$ cat src/rtl/psc_cfg.svh
// Constants for the parallel to serial converter.
`ifndef PSC_CFG_SVH
`define PSC_CFG_SVH
`define PSC_BYTE_W      8
`define PSC_MSB         7
`define PSC_CNT_W       3
`define PSC_CNT_PRESET  3'h1
`define PSC_CNT_LAST    3'h0
`define PSC_FIFO_DEPTH  8
`define PSC_SHIFT_RESET 8'h00
`endif

$ cat src/rtl/psc_pkg.sv
// Types shared by the parallel to serial converter.
`default_nettype none
package psc_pkg;
  typedef logic [7:0] psc_byte_t;
endpackage
`default_nettype wire

$ cat src/rtl/psc_fifo.sv
// Small synchronous FIFO with valid and ready on both sides.
`default_nettype none
module psc_fifo #(
  parameter int WIDTH = 8,
  parameter int DEPTH = 8
) (
  input  wire logic             core_clk_in,
  input  wire logic             rstn_in,
  input  wire logic [WIDTH-1:0] wr_data_in,
  input  wire logic             wr_valid_in,
  output logic                  wr_ready_out,
  output logic      [WIDTH-1:0] rd_data_out,
  output logic                  rd_valid_out,
  input  wire logic             rd_ready_in
);
  localparam int AW = $clog2(DEPTH);
  typedef struct packed {
    logic [AW-1:0] wp;
    logic [AW-1:0] rp;
    logic [AW:0]   cnt;
  } psc_fifo_st_t;
  psc_fifo_st_t    st_reg;
  psc_fifo_st_t    st_next;
  logic [WIDTH-1:0] mem [DEPTH];
  logic             do_wr;
  logic             do_rd;

  assign wr_ready_out = (st_reg.cnt != (AW+1)'(DEPTH));
  assign rd_valid_out = (st_reg.cnt != '0);
  assign rd_data_out  = mem[st_reg.rp];
  assign do_wr        = wr_valid_in && wr_ready_out;
  assign do_rd        = rd_valid_out && rd_ready_in;

  always_comb begin
    st_next = st_reg;
    if (do_wr) begin
      st_next.wp = st_reg.wp + 1'b1;
    end
    if (do_rd) begin
      st_next.rp = st_reg.rp + 1'b1;
    end
    st_next.cnt = st_reg.cnt + (AW+1)'(do_wr) - (AW+1)'(do_rd);
  end

  always_ff @(posedge core_clk_in) begin
    if (!rstn_in) begin
      st_reg <= '0;
    end else begin
      st_reg <= st_next;
    end
    if (do_wr) begin
      mem[st_reg.wp] <= wr_data_in;
    end
  end
endmodule
`default_nettype wire

$ cat src/rtl/psc_top.sv
// Double-buffered parallel to serial converter for a disk write path.
`default_nettype none
`include "psc_cfg.svh"
module psc_top (
  input  wire logic                   core_clk_in,
  input  wire logic                   rstn_in,
  input  wire logic [`PSC_BYTE_W-1:0] parallel_in,
  input  wire logic                   byte_load_strobe_n_in,
  input  wire logic                   write_clk_in,
  input  wire logic                   output_enable_n_in,
  input  wire logic                   test_in,
  output logic                        serial_data_out,
  output logic                        serial_data_oe_n_out,
  output logic                        byte_done_flag_out,
  output logic                        byte_done_flag_oe_n_out,
  output logic                        shift_clock_copy_inv_out,
  output logic                        shift_clock_copy_inv_oe_n_out,
  output logic                        shift_clock_copy_dly_out,
  output logic                        shift_clock_copy_dly_oe_n_out,
  output logic                        counter_preset_flag_n_out,
  output logic                        load_ready_out
);
  typedef struct packed {
    logic [1:0]                 strb_sync;
    logic [1:0]                 wclk_sync;
    logic [1:0]                 en_sync;
    logic [1:0]                 test_sync;
    logic [`PSC_BYTE_W-1:0]     data_s1;
    logic [`PSC_BYTE_W-1:0]     data_s2;
    logic                       strb_d;
    logic                       wclk_d;
    logic                       wclk_d2;
    logic [`PSC_CNT_W-1:0]      cnt;
    logic                       preset_n;
    logic                       done;
    logic                       xfer;
    psc_pkg::psc_byte_t         shifter;
    psc_pkg::psc_byte_t         held;
    logic                       dout;
  } psc_st_t;

  psc_st_t            st_reg;
  psc_st_t            st_next;
  logic               strb_rise;
  logic               wclk_rise;
  logic               wclk_fall;
  logic               byte_xfer;
  logic               fifo_wr_ready;
  logic               fifo_rd_valid;
  logic               fifo_rd_ready;
  psc_pkg::psc_byte_t fifo_rd_data;

  assign strb_rise = st_reg.strb_sync[1] && !st_reg.strb_d;
  assign wclk_rise = st_reg.wclk_sync[1] && !st_reg.wclk_d;
  assign wclk_fall = !st_reg.wclk_sync[1] && st_reg.wclk_d;
  // The buffer is unloaded at every byte boundary, where the flag is set unless the load strobe is low.
  // When the FIFO is empty at a boundary, the held byte is sent again.
  assign byte_xfer = st_reg.xfer;
  assign fifo_rd_ready = byte_xfer;

  psc_fifo #(
    .WIDTH (`PSC_BYTE_W),
    .DEPTH (`PSC_FIFO_DEPTH)
  ) u_fifo (
    .core_clk_in  (core_clk_in),
    .rstn_in      (rstn_in),
    .wr_data_in   (st_reg.data_s2),
    .wr_valid_in  (strb_rise),
    .wr_ready_out (fifo_wr_ready),
    .rd_data_out  (fifo_rd_data),
    .rd_valid_out (fifo_rd_valid),
    .rd_ready_in  (fifo_rd_ready)
  );

  always_comb begin
    st_next           = st_reg;
    st_next.strb_sync = {st_reg.strb_sync[0], byte_load_strobe_n_in};
    st_next.wclk_sync = {st_reg.wclk_sync[0], write_clk_in};
    st_next.en_sync   = {st_reg.en_sync[0], output_enable_n_in};
    st_next.test_sync = {st_reg.test_sync[0], test_in};
    st_next.data_s1   = parallel_in;
    st_next.data_s2   = st_reg.data_s1;
    st_next.strb_d    = st_reg.strb_sync[1];
    st_next.wclk_d    = st_reg.wclk_sync[1];
    st_next.wclk_d2   = st_reg.wclk_d;
    st_next.xfer      = wclk_rise && st_reg.test_sync[1] &&
                        (st_reg.cnt == `PSC_CNT_LAST);
    if (fifo_rd_valid && fifo_rd_ready) begin
      st_next.held = fifo_rd_data;
    end
    if (wclk_rise && st_reg.test_sync[1]) begin
      st_next.cnt = st_reg.cnt + 1'b1;
    end
    st_next.preset_n = st_reg.test_sync[1] ?
                       (st_next.cnt != `PSC_CNT_PRESET) : 1'b1;
    if (wclk_rise && st_reg.test_sync[1] &&
        st_reg.cnt == `PSC_CNT_LAST) begin
      st_next.done = 1'b1;
    end
    if (!st_reg.strb_sync[1]) begin
      st_next.done = 1'b0;
    end
    if (wclk_fall) begin
      st_next.dout    = st_reg.shifter[`PSC_MSB];
      st_next.shifter = {st_reg.shifter[`PSC_MSB-1:0], 1'b0};
    end
    if (byte_xfer) begin
      st_next.shifter = fifo_rd_valid ? fifo_rd_data : st_reg.held;
    end
  end

  always_ff @(posedge core_clk_in) begin
    if (!rstn_in) begin
      st_reg           <= '0;
      st_reg.strb_sync <= 2'h3;
      st_reg.strb_d    <= 1'b1;
      st_reg.en_sync   <= 2'h3;
      st_reg.test_sync <= 2'h3;
      st_reg.preset_n  <= 1'b1;
      st_reg.shifter   <= `PSC_SHIFT_RESET;
    end else begin
      st_reg <= st_next;
    end
  end

  assign serial_data_out               = st_reg.dout;
  assign serial_data_oe_n_out          = st_reg.en_sync[1];
  assign byte_done_flag_out            = st_reg.done;
  assign byte_done_flag_oe_n_out       = st_reg.en_sync[1];
  assign shift_clock_copy_inv_out      = !st_reg.wclk_d;
  assign shift_clock_copy_inv_oe_n_out = st_reg.en_sync[1];
  assign shift_clock_copy_dly_out      = st_reg.wclk_d2;
  assign shift_clock_copy_dly_oe_n_out = st_reg.en_sync[1];
  assign counter_preset_flag_n_out     = st_reg.preset_n;
  assign load_ready_out                = fifo_wr_ready;
endmodule
`default_nettype wire

$ cat config.mk
export PLATFORM = sky130hd
export DESIGN_NAME = psc_top
export DESIGN_NICKNAME = d
export VERILOG_FILES = /design/src/rtl/psc_pkg.sv /design/src/rtl/psc_fifo.sv /design/src/rtl/psc_top.sv
export VERILOG_INCLUDE_DIRS = /design/src /design/src/rtl
export SDC_FILE = /design/constraint.sdc
export NUM_CORES = 1
export LEC_CHECK = 0
export BUFFER_PORTS_ARGS = -buffer_cell sky130_fd_sc_hd__buf_2
export CORE_UTILIZATION = 65
export DETAILED_ROUTE_END_ITERATION = 8
export MAX_ROUTING_LAYER = met4
export PLACE_DENSITY = 0.84
export SYNTH_ARGS = -nofsm -noshare
export SYNTH_HDL_FRONTEND = slang
export SYNTH_SLANG_ARGS = --single-unit
$ cat constraint.sdc
create_clock -name core_clk_in -period 5.25 [get_ports core_clk_in]
set_clock_uncertainty 0.1 [all_clocks]
set_input_delay 0.525 -clock core_clk_in [delete_from_list [all_inputs] [get_ports core_clk_in]]
set_output_delay 0.525 -clock core_clk_in [all_outputs]
set_load 0.01 [all_outputs]
Yosys cells after proc, flatten, opt, wreduce, memory -nomap -nowiden
Memory sizes are Yosys's and may differ from the RTL's. A register that Yosys moved wholly into a read port is not among the register bits.
Index checks and enable logic that the tools add are counted.
{"block": "op_classes", "addsub": 5, "reduce_logical": 15, "muxes": 8, "n_eq_ne": 2}
{"op": "$mux W8", "count": 3}
{"op": "$add A3 B1 Y3 const B", "count": 3}
{"op": "$mux W3", "count": 3}
{"op": "$logic_and A1 B1 Y1", "count": 7}
{"op": "$add A4 B1 Y4", "count": 1}
{"op": "$ne A4 B4 Y1 const B", "count": 1}
{"op": "$reduce_and A2 Y1", "count": 2}
{"op": "$reduce_bool A4 Y1", "count": 1}
{"op": "$sub A4 B1 Y4", "count": 1}
{"op": "$logic_not A1 Y1", "count": 3}
{"op": "$logic_not A3 Y1", "count": 1}
{"op": "$ne A3 B1 Y1 const B", "count": 1}
{"op": "$mux W1", "count": 2}
{"op": "$reduce_bool A2 Y1", "count": 1}
{"block": "totals", "in_bits": 14, "register_bits": 60, "elab_cells": 50, "ramBits": 64, "output_inout_bits": 10, "memories": 1}
{"memory": "u_fifo.mem", "depth": 8, "width": 8, "rd": 1, "rd_clocked_by_memory_dff": 1, "wr": 1, "line": "psc_fifo.sv:24", "source": "logic [WIDTH-1:0] mem [DEPTH];"}

Longest topological paths before layout
Gate-level depths: netlist (run 1).
{"block": "depth", "depth_word": 5, "ltp_mapped": 12, "mapped_depth_nobuf": 11}

By module
A second synthesis (run 1) with hierarchy kept.
{"block": "hier_totals", "cells_unflattened": 343, "area_unflattened_um2": 4972.3}
{"module": "psc_fifo", "seq_area_each_um2": 2182.1, "cells_per_inst": 171, "n_inst": 1, "area_per_inst_um2": 3176.8}
{"module": "psc_top", "seq_area_each_um2": 1001.0, "cells_per_inst": 172, "n_inst": 1, "area_per_inst_um2": 1795.5}

Worst setup path before layout (run 1)
Ideal clock, no wire load.
{"block": "synth_timing", "path_kind": "register -> register", "startpoint": "register u_fifo.st_reg[2] in the netlist's numbering", "endpoint": "register u_fifo.st_reg[2] in the netlist's numbering", "n_path_buf": 1, "setup_time_ns": 0.115, "required_ns": 5.035, "arrival_time_ns": 2.253, "stages_incl_launch_ff": 12, "slack_ns": 2.782, "synth_period_minus_slack_ns": 2.468, "cell_sequence": "dfxtp_1 -> inv_1 -> ha_1 -> or3b_4 -> and2_1 -> clkbuf_1 -> nand2_1 -> o21ai_0 -> ha_1 -> fa_1 -> xor2_1 -> and2_1"}
{"block": "synth_via", "elab_chain_len": 4, "elab_cells_between_ends": 6, "cone_classes": "2 x add/sub; 1 x eq/ne; 3 x reduce/logical"}
{"item": "start, declared", "line": "psc_fifo.sv:22", "source": "psc_fifo_st_t st_reg;"}
{"item": "start signal, assigned", "line": "psc_fifo.sv:49", "source": "st_reg <= st_next;"}
{"item": "$ne A4 B4 Y1", "line": "psc_fifo.sv:28", "source": "assign wr_ready_out = (st_reg.cnt != (AW+1)'(DEPTH));"}
{"item": "$logic_and A1 B1 Y1", "line": "psc_fifo.sv:31", "source": "assign do_wr = wr_valid_in && wr_ready_out;"}
{"item": "$add A4 B1 Y4", "line": "psc_fifo.sv:42", "source": "st_next.cnt = st_reg.cnt + (AW+1)'(do_wr) - (AW+1)'(do_rd);"}
{"item": "$sub A4 B1 Y4 *", "line": "psc_fifo.sv:42"}
Every way passes the cells marked *; elsewhere a longest branch is shown, timed or not.
A chain may end at the register's enable or synchronous reset.

Final worst setup path (run 1)
Same ends and word-level chain as after synthesis.

==> summary by stage, run 1 <==
Min path
The class of the most critical hold timing path is input port to flop. Counting instances, the worst hold path has a depth of 2. The source of the worst hold timing path is byte_load_strobe_n_in. The path with the worst hold slack has its endpoint at st_next[49].

Yosys
The number of storage elements in the synthesis netlist is 127. Yosys printed 0 warnings. Among all cell types in the netlist, the one instantiated most often is sky130_fd_sc_hd__edfxtp_1. The proportion of synthesized chip area in sequential cells is 66.3%.

The share of the synthesized area in the top cell type is 40.0%. The primary flip-flop cell chosen by synthesis mapping is sky130_fd_sc_hd__edfxtp_1. Counting flops with a built-in enable in the synthesized netlist gives 64. Counting instances in the post-synthesis netlist gives the leading cell types as sky130_fd_sc_hd__edfxtp_1, sky130_fd_sc_hd__dfxtp_1, sky130_fd_sc_hd__and2_1. In this run the mean area of a mapped cell was 14.3 um2. The netlist uses 43 different library cells. The biggest area contributor in the post-synthesis netlist is sky130_fd_sc_hd__edfxtp_1.

The cell count after synthesis is 335. The fraction of registers with async set/reset is 0%. The total standard cell area after synthesis is 0.00480 mm2. Ranked by total cell area, the synthesized netlist is headed by sky130_fd_sc_hd__edfxtp_1, sky130_fd_sc_hd__dfxtp_1, sky130_fd_sc_hd__mux4_1. The net count of the mapped netlist is 359.

Drt
The remaining antenna violation count after routing is 0. The count of TritonRoute iterations in the first routing pass is 4. For this run, design rule violations remaining after detail routing come to 0. The total wire length is 8.51 mm. The routed layout has 2776 vias. After the first detailed-routing iteration, the DRC count stood at 139.

The number of vias per cell after detailed routing is 5.86. In the final routed layout, each cell accounts on average for 18.0 um.

Worst setup path
The worst reg-to-reg setup slack is 2.61 ns. The element type at the critical path end is a flop. The largest fanout of any net on the critical path is 6. The worst register-to-register path ends at u_fifo.st_reg[2]. The startpoint class of the critical path is a flop. The kind of cell adding the most delay to the critical path is simple AND/OR/NAND/NOR gates. The critical path is of the flop to flop type. Walking the worst path, the cells encountered are inv_1, ha_1, or3b_4, and2_1, nand2_1, o21ai_0, ha_1, fa_1, xor2_1, and2_1. The biggest cell delay along the critical path is 0.40 ns.

The critical path data arrival time is 2.96 ns. Counting both buffers and inverters, the worst setup path holds a total of 1. The number of cells traversed by the worst register-to-register path is 10. The start point of the critical path is u_fifo.st_reg[2]. For the worst setup path, the data required time is 5.57 ns. The startpoint of the worst register-to-register path is u_fifo.st_reg[2]. Among all stages on the critical path, the largest delay is contributed by sky130_fd_sc_hd__or3b_4.

GRT
The initial antenna violation count is 0. The total track usage is 26.0%. Entering global routing, the biggest net connects 66 pins. The first-pass GRT wire length is 13.5 mm. The residual overflow from global routing is 0. The via count of the first global-routing pass is 2694.

CTS
The total clock buffers created by CTS is 17. The clock latency of the later-clocked register in the worst-skew pair is 0.53 ns. The post-CTS clock slew at the launch and capture registers of the worst setup and hold paths is 0.06 ns. The longest clock path from root to sink contains 2 buffers.

After clock tree synthesis, the repair step resized 0 gates. CTS placed an instance of sky130_fd_sc_hd__clkbuf_8 at the clock tree root. The deepest level of the CTS H-tree is 4.

The number of hold buffers added after CTS was 0. The buffer count from post-CTS setup fixing is 0. The clock net in this run drives a total of 127 sinks. The TritonCTS clock tree is yes.

STA
The fmax is 379 MHz. The number of hold-slack violations in the final timing report is 0. The time the worst path needs with I/O delays and setup is 2.64 ns.

Summed over all failing endpoints, the final setup total negative slack is 0 ns. Setup violations remaining at the end of the flow were counted as 0. The worst max-slew margin expressed relative to the limit is 21.5%.

Setup repair after global routing left no endpoint under its margin. The final number of max-transition violations is 0. The final clock period utilization by the worst path is 50.3%. The slew at the pin with the worst max-slew slack is 1.17 ns.

Die
The floorplan has 30 rows. The die is 87.9 um wide. The die outline area is 0.00773 mm2. The floorplan step defined a core boundary enclosing 0.00698 mm2. The I/O pin count is 24. The floorplan step set the die height to 87.9 um. The initial core utilization is 68.8%.

Pwr
The leakage power figure is 2.03 nW. The total power divided by cell area is 414 mW/mm2. VDD sags by at most 350 uV. The post-layout total power is 0.00231 W.

Place
After legalization and detailed placement, the total HPWL measured 5.05 mm. Routability-driven placement finished with a final weighted congestion of 0.717. The count of buffers inserted at the top-level ports is 23.

Final layout
The final cell utilization of the core is 79.9%. The share of cells above drive strength 1 is 17.7%. The multi-input combinational cells in the finished layout cover a total of 0.00148 mm2. The register with the most flip-flops in the layout has 64 of them. Compared with the post-synthesis result, the final layout area differs by 16.1%. For this run, the post-layout net count is 389. The sequential cell area in the final layout is 0.00318 mm2. The filler cell count in the final layout is 396. The repair_antennas step left the layout with diodes totalling 0.

Flow run
Max-cap violations in this run came to 0.

Status
The flow ran to the end, and the final reports show no timing, DRC or antenna violations.
[per-layer routing]
| layer | vias up | routed length (um) | track usage (%) |
|---|---|---|---|
| met3 | 31 | 437 | 8.11 |
| li1 | 1290 | - | - |
| met1 | 1343 | 3800 | 32.0 |
| met5 | - | 0 | - |
| met2 | 112 | 4040 | 39.0 |
| met4 | 0 | 236 | 13.0 |
[cells by family after synthesis]
| group | synth area share (%) |
|---|---|
| AOI/OAI and AO/OA | 5.53 |
| xor gates and xnor gates | 1.64 |
| adders and majority gates | 2.76 |
| buffers and inverters | 2.84 |
| DFF | 66.3 |
| muxes | 9.30 |
| and+or+nand+nor | 11.6 |
[layout make-up]
class                      instances  share of cell area, %
multi-input combinational        182                   26.6
clock buffer                      21                   8.84
timing repair buffer              27                   2.60
sequential                       127                   57.1
clock inverter                    11                   2.06
tap                               96                   2.15
inverter                          10                  0.673
[placed cells by master (no fill, tap or decap), drive strengths merged, types with 2 or more instances in the layout]
cell    instances
nand2          15
buf            27
ha              9
edfxtp         64
mux4           13
o21ai          14
nor2            8
nand4           2
nor2b           4
a21boi          5
a21oi           4
nor3            4
inv            14
nand2b         12
clkbuf         21
a221oi          7
xnor2           6
mux2i          12
a22oi           3
nand3          12
and2           33
o22ai           5
dfxtp          63
xor2            3
clkinv          6
or3b            2
[where the power goes]
part           switching (W)  internal (W)  leakage [nW]
Sequential         0.0000147       0.00106          1.10
Combinational      0.0000379     0.0000353         0.624
Clock               0.000437      0.000723         0.300
[how the worst max path moves through the flow]
stage                             to  slack (ns)  cells after the start
floorplan           u_fifo.st_reg[2]        2.78                     11
global placement    u_fifo.mem[4][5]        2.76                      7
detailed placement  u_fifo.mem[4][4]        2.64                      7
CTS                 u_fifo.mem[4][7]        2.60                      7
global route        u_fifo.mem[4][7]        2.39                      7
finish              u_fifo.st_reg[2]        2.61                     10
[per-stage QoR]
step	hold WS (ns)	instances	setup WS, ns	area (um2)
final	0.0784	474	2.61	5580
after global routing	0.0747	474	2.39	5580
after CTS	0.0733	474	2.60	5580
after detailed placement	0.285	442	2.64	4970
after global placement	0.289	442	2.76	4970
after floorplan	0.264	335	2.78	4800
Power figures use the tool's default switching activity.
==> run 2: changes to the inputs <==
--- a/config.mk
+++ b/config.mk
@@ -7,10 +7,10 @@
 export NUM_CORES = 1
 export LEC_CHECK = 0
 export BUFFER_PORTS_ARGS = -buffer_cell sky130_fd_sc_hd__buf_2
-export CORE_UTILIZATION = 65
+export CORE_UTILIZATION = 60
 export DETAILED_ROUTE_END_ITERATION = 8
 export MAX_ROUTING_LAYER = met4
-export PLACE_DENSITY = 0.84
+export PLACE_DENSITY = 0.78
 export SYNTH_ARGS = -nofsm -noshare
 export SYNTH_HDL_FRONTEND = slang
 export SYNTH_SLANG_ARGS = --single-unit
==> constraint.sdc (replaced) <==
create_clock -name core_clk_in -period 2.7 [get_ports core_clk_in]
set_clock_uncertainty 0.1 [all_clocks]
set_input_delay 0.27 -clock core_clk_in [delete_from_list [all_inputs] [get_ports core_clk_in]]
set_output_delay 0.27 -clock core_clk_in [all_outputs]
set_load 0.01 [all_outputs]
==> run 2 against run 1 <==
Compared with the run above: combinational power is 120% higher; total power is 88% higher; first-iteration DRC count is 19% higher; clock-buffer cell count is 3 lower; core utilization is 5.8 points lower; sequential power is 94% higher; sequential share of layout area is 1.5 points lower; worst hold slack better by 0.064 ns; non-clock buffer count is 22 higher.
==> summary by stage, run 2 (synthesis gave the netlist of run 1 again) <==
Final layout
The share of cells above drive strength 1 is 19.3% (was 17.7%). The filler cell count in the final layout was 471 (was 396). The diode insertion count for antenna repair is 0 (unchanged).

The most common cell after layout, fill and taps aside is sky130_fd_sc_hd__edfxtp_1 (unchanged). The number of flip-flops under the largest register name is 64 (unchanged). Most used cells in the layout excluding fill and tap cells: sky130_fd_sc_hd__edfxtp_1, sky130_fd_sc_hd__dfxtp_1, sky130_fd_sc_hd__and2_1 (unchanged).

The area added between synthesis and finish came to 19.2% (was 16.1%). The total number of nets in the final design came to 411 (was 389). The final instance count without filler cells came to 502 (was 474).

Drt
The highest metal layer with signal wires was met4 (unchanged). The number of vias per cell after detailed routing was 5.60 (was 5.86). The via count is 2812 (was 2776). The post-detailed-route wirelength per cell came to 17.8 um (was 18.0 um).

The routed metal-1 wire length is 3.82 mm (was 3.80 mm). The count of TritonRoute iterations in the first routing pass is 5 (was 4). The remaining antenna violation count after routing is 0 (unchanged). The number of design rule violations left after detail routing is 0 (unchanged). The routed length on met2 is 4.60 mm (was 4.04 mm). The initial detailed-routing violation count is 166 (was 139). The total wire length is 8.93 mm (was 8.51 mm). The wire length on met3 is 410 um (was 437 um).

CTS
The post-CTS clock slew at the launch and capture registers of the worst setup and hold paths is 0.06 ns (about the same). The buffer count from post-CTS setup fixing is 0 (unchanged). The clock latency of the later-clocked register in the worst-skew pair is 0.51 ns (was 0.53 ns).

The root buffer selected by CTS is sky130_fd_sc_hd__clkbuf_8 (unchanged). The number of buffers on the longest clock path is 2 (unchanged). The total clock buffers created by CTS is 17 (unchanged).

The number of clock sinks seen by CTS is 127 (unchanged). The TritonCTS clock tree is yes (unchanged). The deepest level of the CTS H-tree was 4 (unchanged).

Place
The final RePlAce weighted congestion is 0.756 (was 0.717). The placed wire-length estimate is 5.39 mm (was 5.05 mm). The count of buffers inserted at the top-level ports is 23 (unchanged).

The count of placed standard cells including taps is 458 (was 442).

Worst setup path
The element type at the critical path end is a flop (unchanged). The endpoint of the lowest-slack register-to-register path was u_fifo.st_reg[2] (unchanged). The worst reg-to-reg setup slack is 0.10 ns (was 2.61 ns). The number of cells traversed by the worst register-to-register path is 10 (unchanged). The startpoint of the worst register-to-register path is u_fifo.st_reg[2] (unchanged). The required time reported for the critical path endpoint came to 3.00 ns (was 5.57 ns). The critical path data arrival time is 2.90 ns (was 2.96 ns). The startpoint class of the critical path is a flop (unchanged). The critical path class is flop to flop (unchanged). The start point of the critical path is u_fifo.st_reg[2] (unchanged). The largest fanout of any net on the critical path came to 6 (unchanged).

GRT
The initial antenna violation count is 0 (unchanged). The maximum number of pins on one net before global-route repair was 40 (was 66). The total track usage was 23.9% (was 26.0%). The residual overflow from global routing is 0 (unchanged). The first-pass GRT wire length came to 14.1 mm (was 13.5 mm). The via count of the first global-routing pass is 2749 (was 2694).

Pwr
The total power divided by cell area came to 757 mW/mm2 (was 414 mW/mm2). The leakage power figure is 2.09 nW (was 2.03 nW). The maximum ir drop on the vdd rail was 561 uV (was 350 uV).

Status
Result of the run: complete, no violations (unchanged).

STA
The time the worst path needs with I/O delays and setup is 2.60 ns (was 2.64 ns). The final clock period utilization by the worst path is 96.3% (was 50.3%). The minimum hold slack came to 0.143 ns (was 0.0784 ns). The slew at the pin with the worst max-slew slack was 0.715 ns (was 1.17 ns).

The worst max-slew margin expressed relative to the limit was 52.3% (was 21.5%). The final setup violation count is 0 (unchanged). The number of hold-slack violations in the final timing report is 0 (unchanged). Unrepaired setup endpoints after global routing: false (unchanged). The final number of max-transition violations is 0 (unchanged). The fmax is 385 MHz (was 379 MHz). The setup TNS is 0 ns (unchanged).

Die
The core area is 0.00773 mm2 (was 0.00698 mm2). The vertical die dimension came to 91.5 um (was 87.9 um). The die boundary width came to 91.5 um (was 87.9 um). The I/O pin count is 24 (unchanged).

The die outline area is 0.00836 mm2 (was 0.00773 mm2). The standard-cell row count is 32 (was 30). The initial core utilization was 62.1% (was 68.8%).

Min path
The class of the most critical hold timing path is input port to flop (unchanged). The worst min-delay path endpoint was st_reg[25] (was st_next[49]). The worst hold path depth was 2 (unchanged).

The source of the worst hold timing path is rstn_in (was byte_load_strobe_n_in).

Flow run
The number of max-cap violations is 0 (unchanged).
run 2: changes by cell type in the layout (fill, tap and decap cells not counted):
cell and delta:
sky130_fd_sc_hd__clkinv_4 -3, sky130_fd_sc_hd__nand2_1 -1, sky130_fd_sc_hd__inv_4 -1, sky130_fd_sc_hd__clkbuf_16 -3, sky130_fd_sc_hd__buf_4 +10, sky130_fd_sc_hd__clkinv_2 +1
sky130_fd_sc_hd__inv_6 +2, sky130_fd_sc_hd__dlygate4sd3_1 +12, sky130_fd_sc_hd__clkinvlp_4 +3, sky130_fd_sc_hd__clkinv_1 +1, sky130_fd_sc_hd__nand2_2 +1
run 2: what timing repair did:
item / in CTS / in global routing
hold endpoints to repair: 12 / 0
setup endpoints to repair: 0 / 1
gates resized for setup: 0 / 1
hold buffers: 12 / 0
run 2: power by group:
group,leakage (nW),switching (W),internal (W)
Clock,0.261,0.000851,0.00123
Combinational,0.728,0.0000803,0.0000827
Sequential,1.10,0.0000268,0.00206
run 2: layout make-up:
class	instances	area (um2)	share of cell area, %
sequential	127	3180	55.6
multi-input combinational	182	1480	25.9
timing repair buffer	49	340	5.95
tap	102	128	2.23
inverter	10	37.5	0.656
clock buffer	18	418	7.30
clock inverter	14	131	2.30
run 2: stage by stage:
stage	setup WS [ns]	total power, W	util, %	cell area, um2
after floorplan	0.232	0.00223	-	4800
after global placement	0.242	0.00226	65.3	5050
after detailed placement	0.125	0.00227	65.3	5050
after CTS	0.0580	0.00437	74.0	5720
after global routing	0.0191	0.00447	74.0	5720
final	0.100	0.00433	74.0	5720
run 2: how the worst max path moves through the flow:
stage	cells after the start	slack, ns	to
2_1_floorplan	11	0.23	u_fifo.st_reg[2]
3_3_place_gp	10	0.24	u_fifo.st_reg[2]
3_5_place_dp	10	0.12	u_fifo.st_reg[2]
4_1_cts	10	0.06	u_fifo.st_reg[2]
5_1_grt	10	0.02	u_fifo.st_reg[2]
6_report	10	0.10	u_fifo.st_reg[2]
run 2: per-layer routing:
layer  track usage, %  vias to the layer above
met3             5.53                       10
met1             28.5                     1384
met2             38.8                       84
li1                 -                     1334
met4             10.7                        0
met5                -                        -
run 2: critical path, stage by stage, from the launching register on:
cell,delay (ns)
sky130_fd_sc_hd__dfxtp_1,0.30
sky130_fd_sc_hd__inv_1,0.10
sky130_fd_sc_hd__ha_1,0.15
sky130_fd_sc_hd__or3b_4,0.40
sky130_fd_sc_hd__and2_1,0.26
sky130_fd_sc_hd__nand2_2,0.14
sky130_fd_sc_hd__o21ai_0,0.11
sky130_fd_sc_hd__ha_1,0.23
sky130_fd_sc_hd__fa_1,0.41
sky130_fd_sc_hd__xor2_1,0.16
sky130_fd_sc_hd__and2_1,0.15
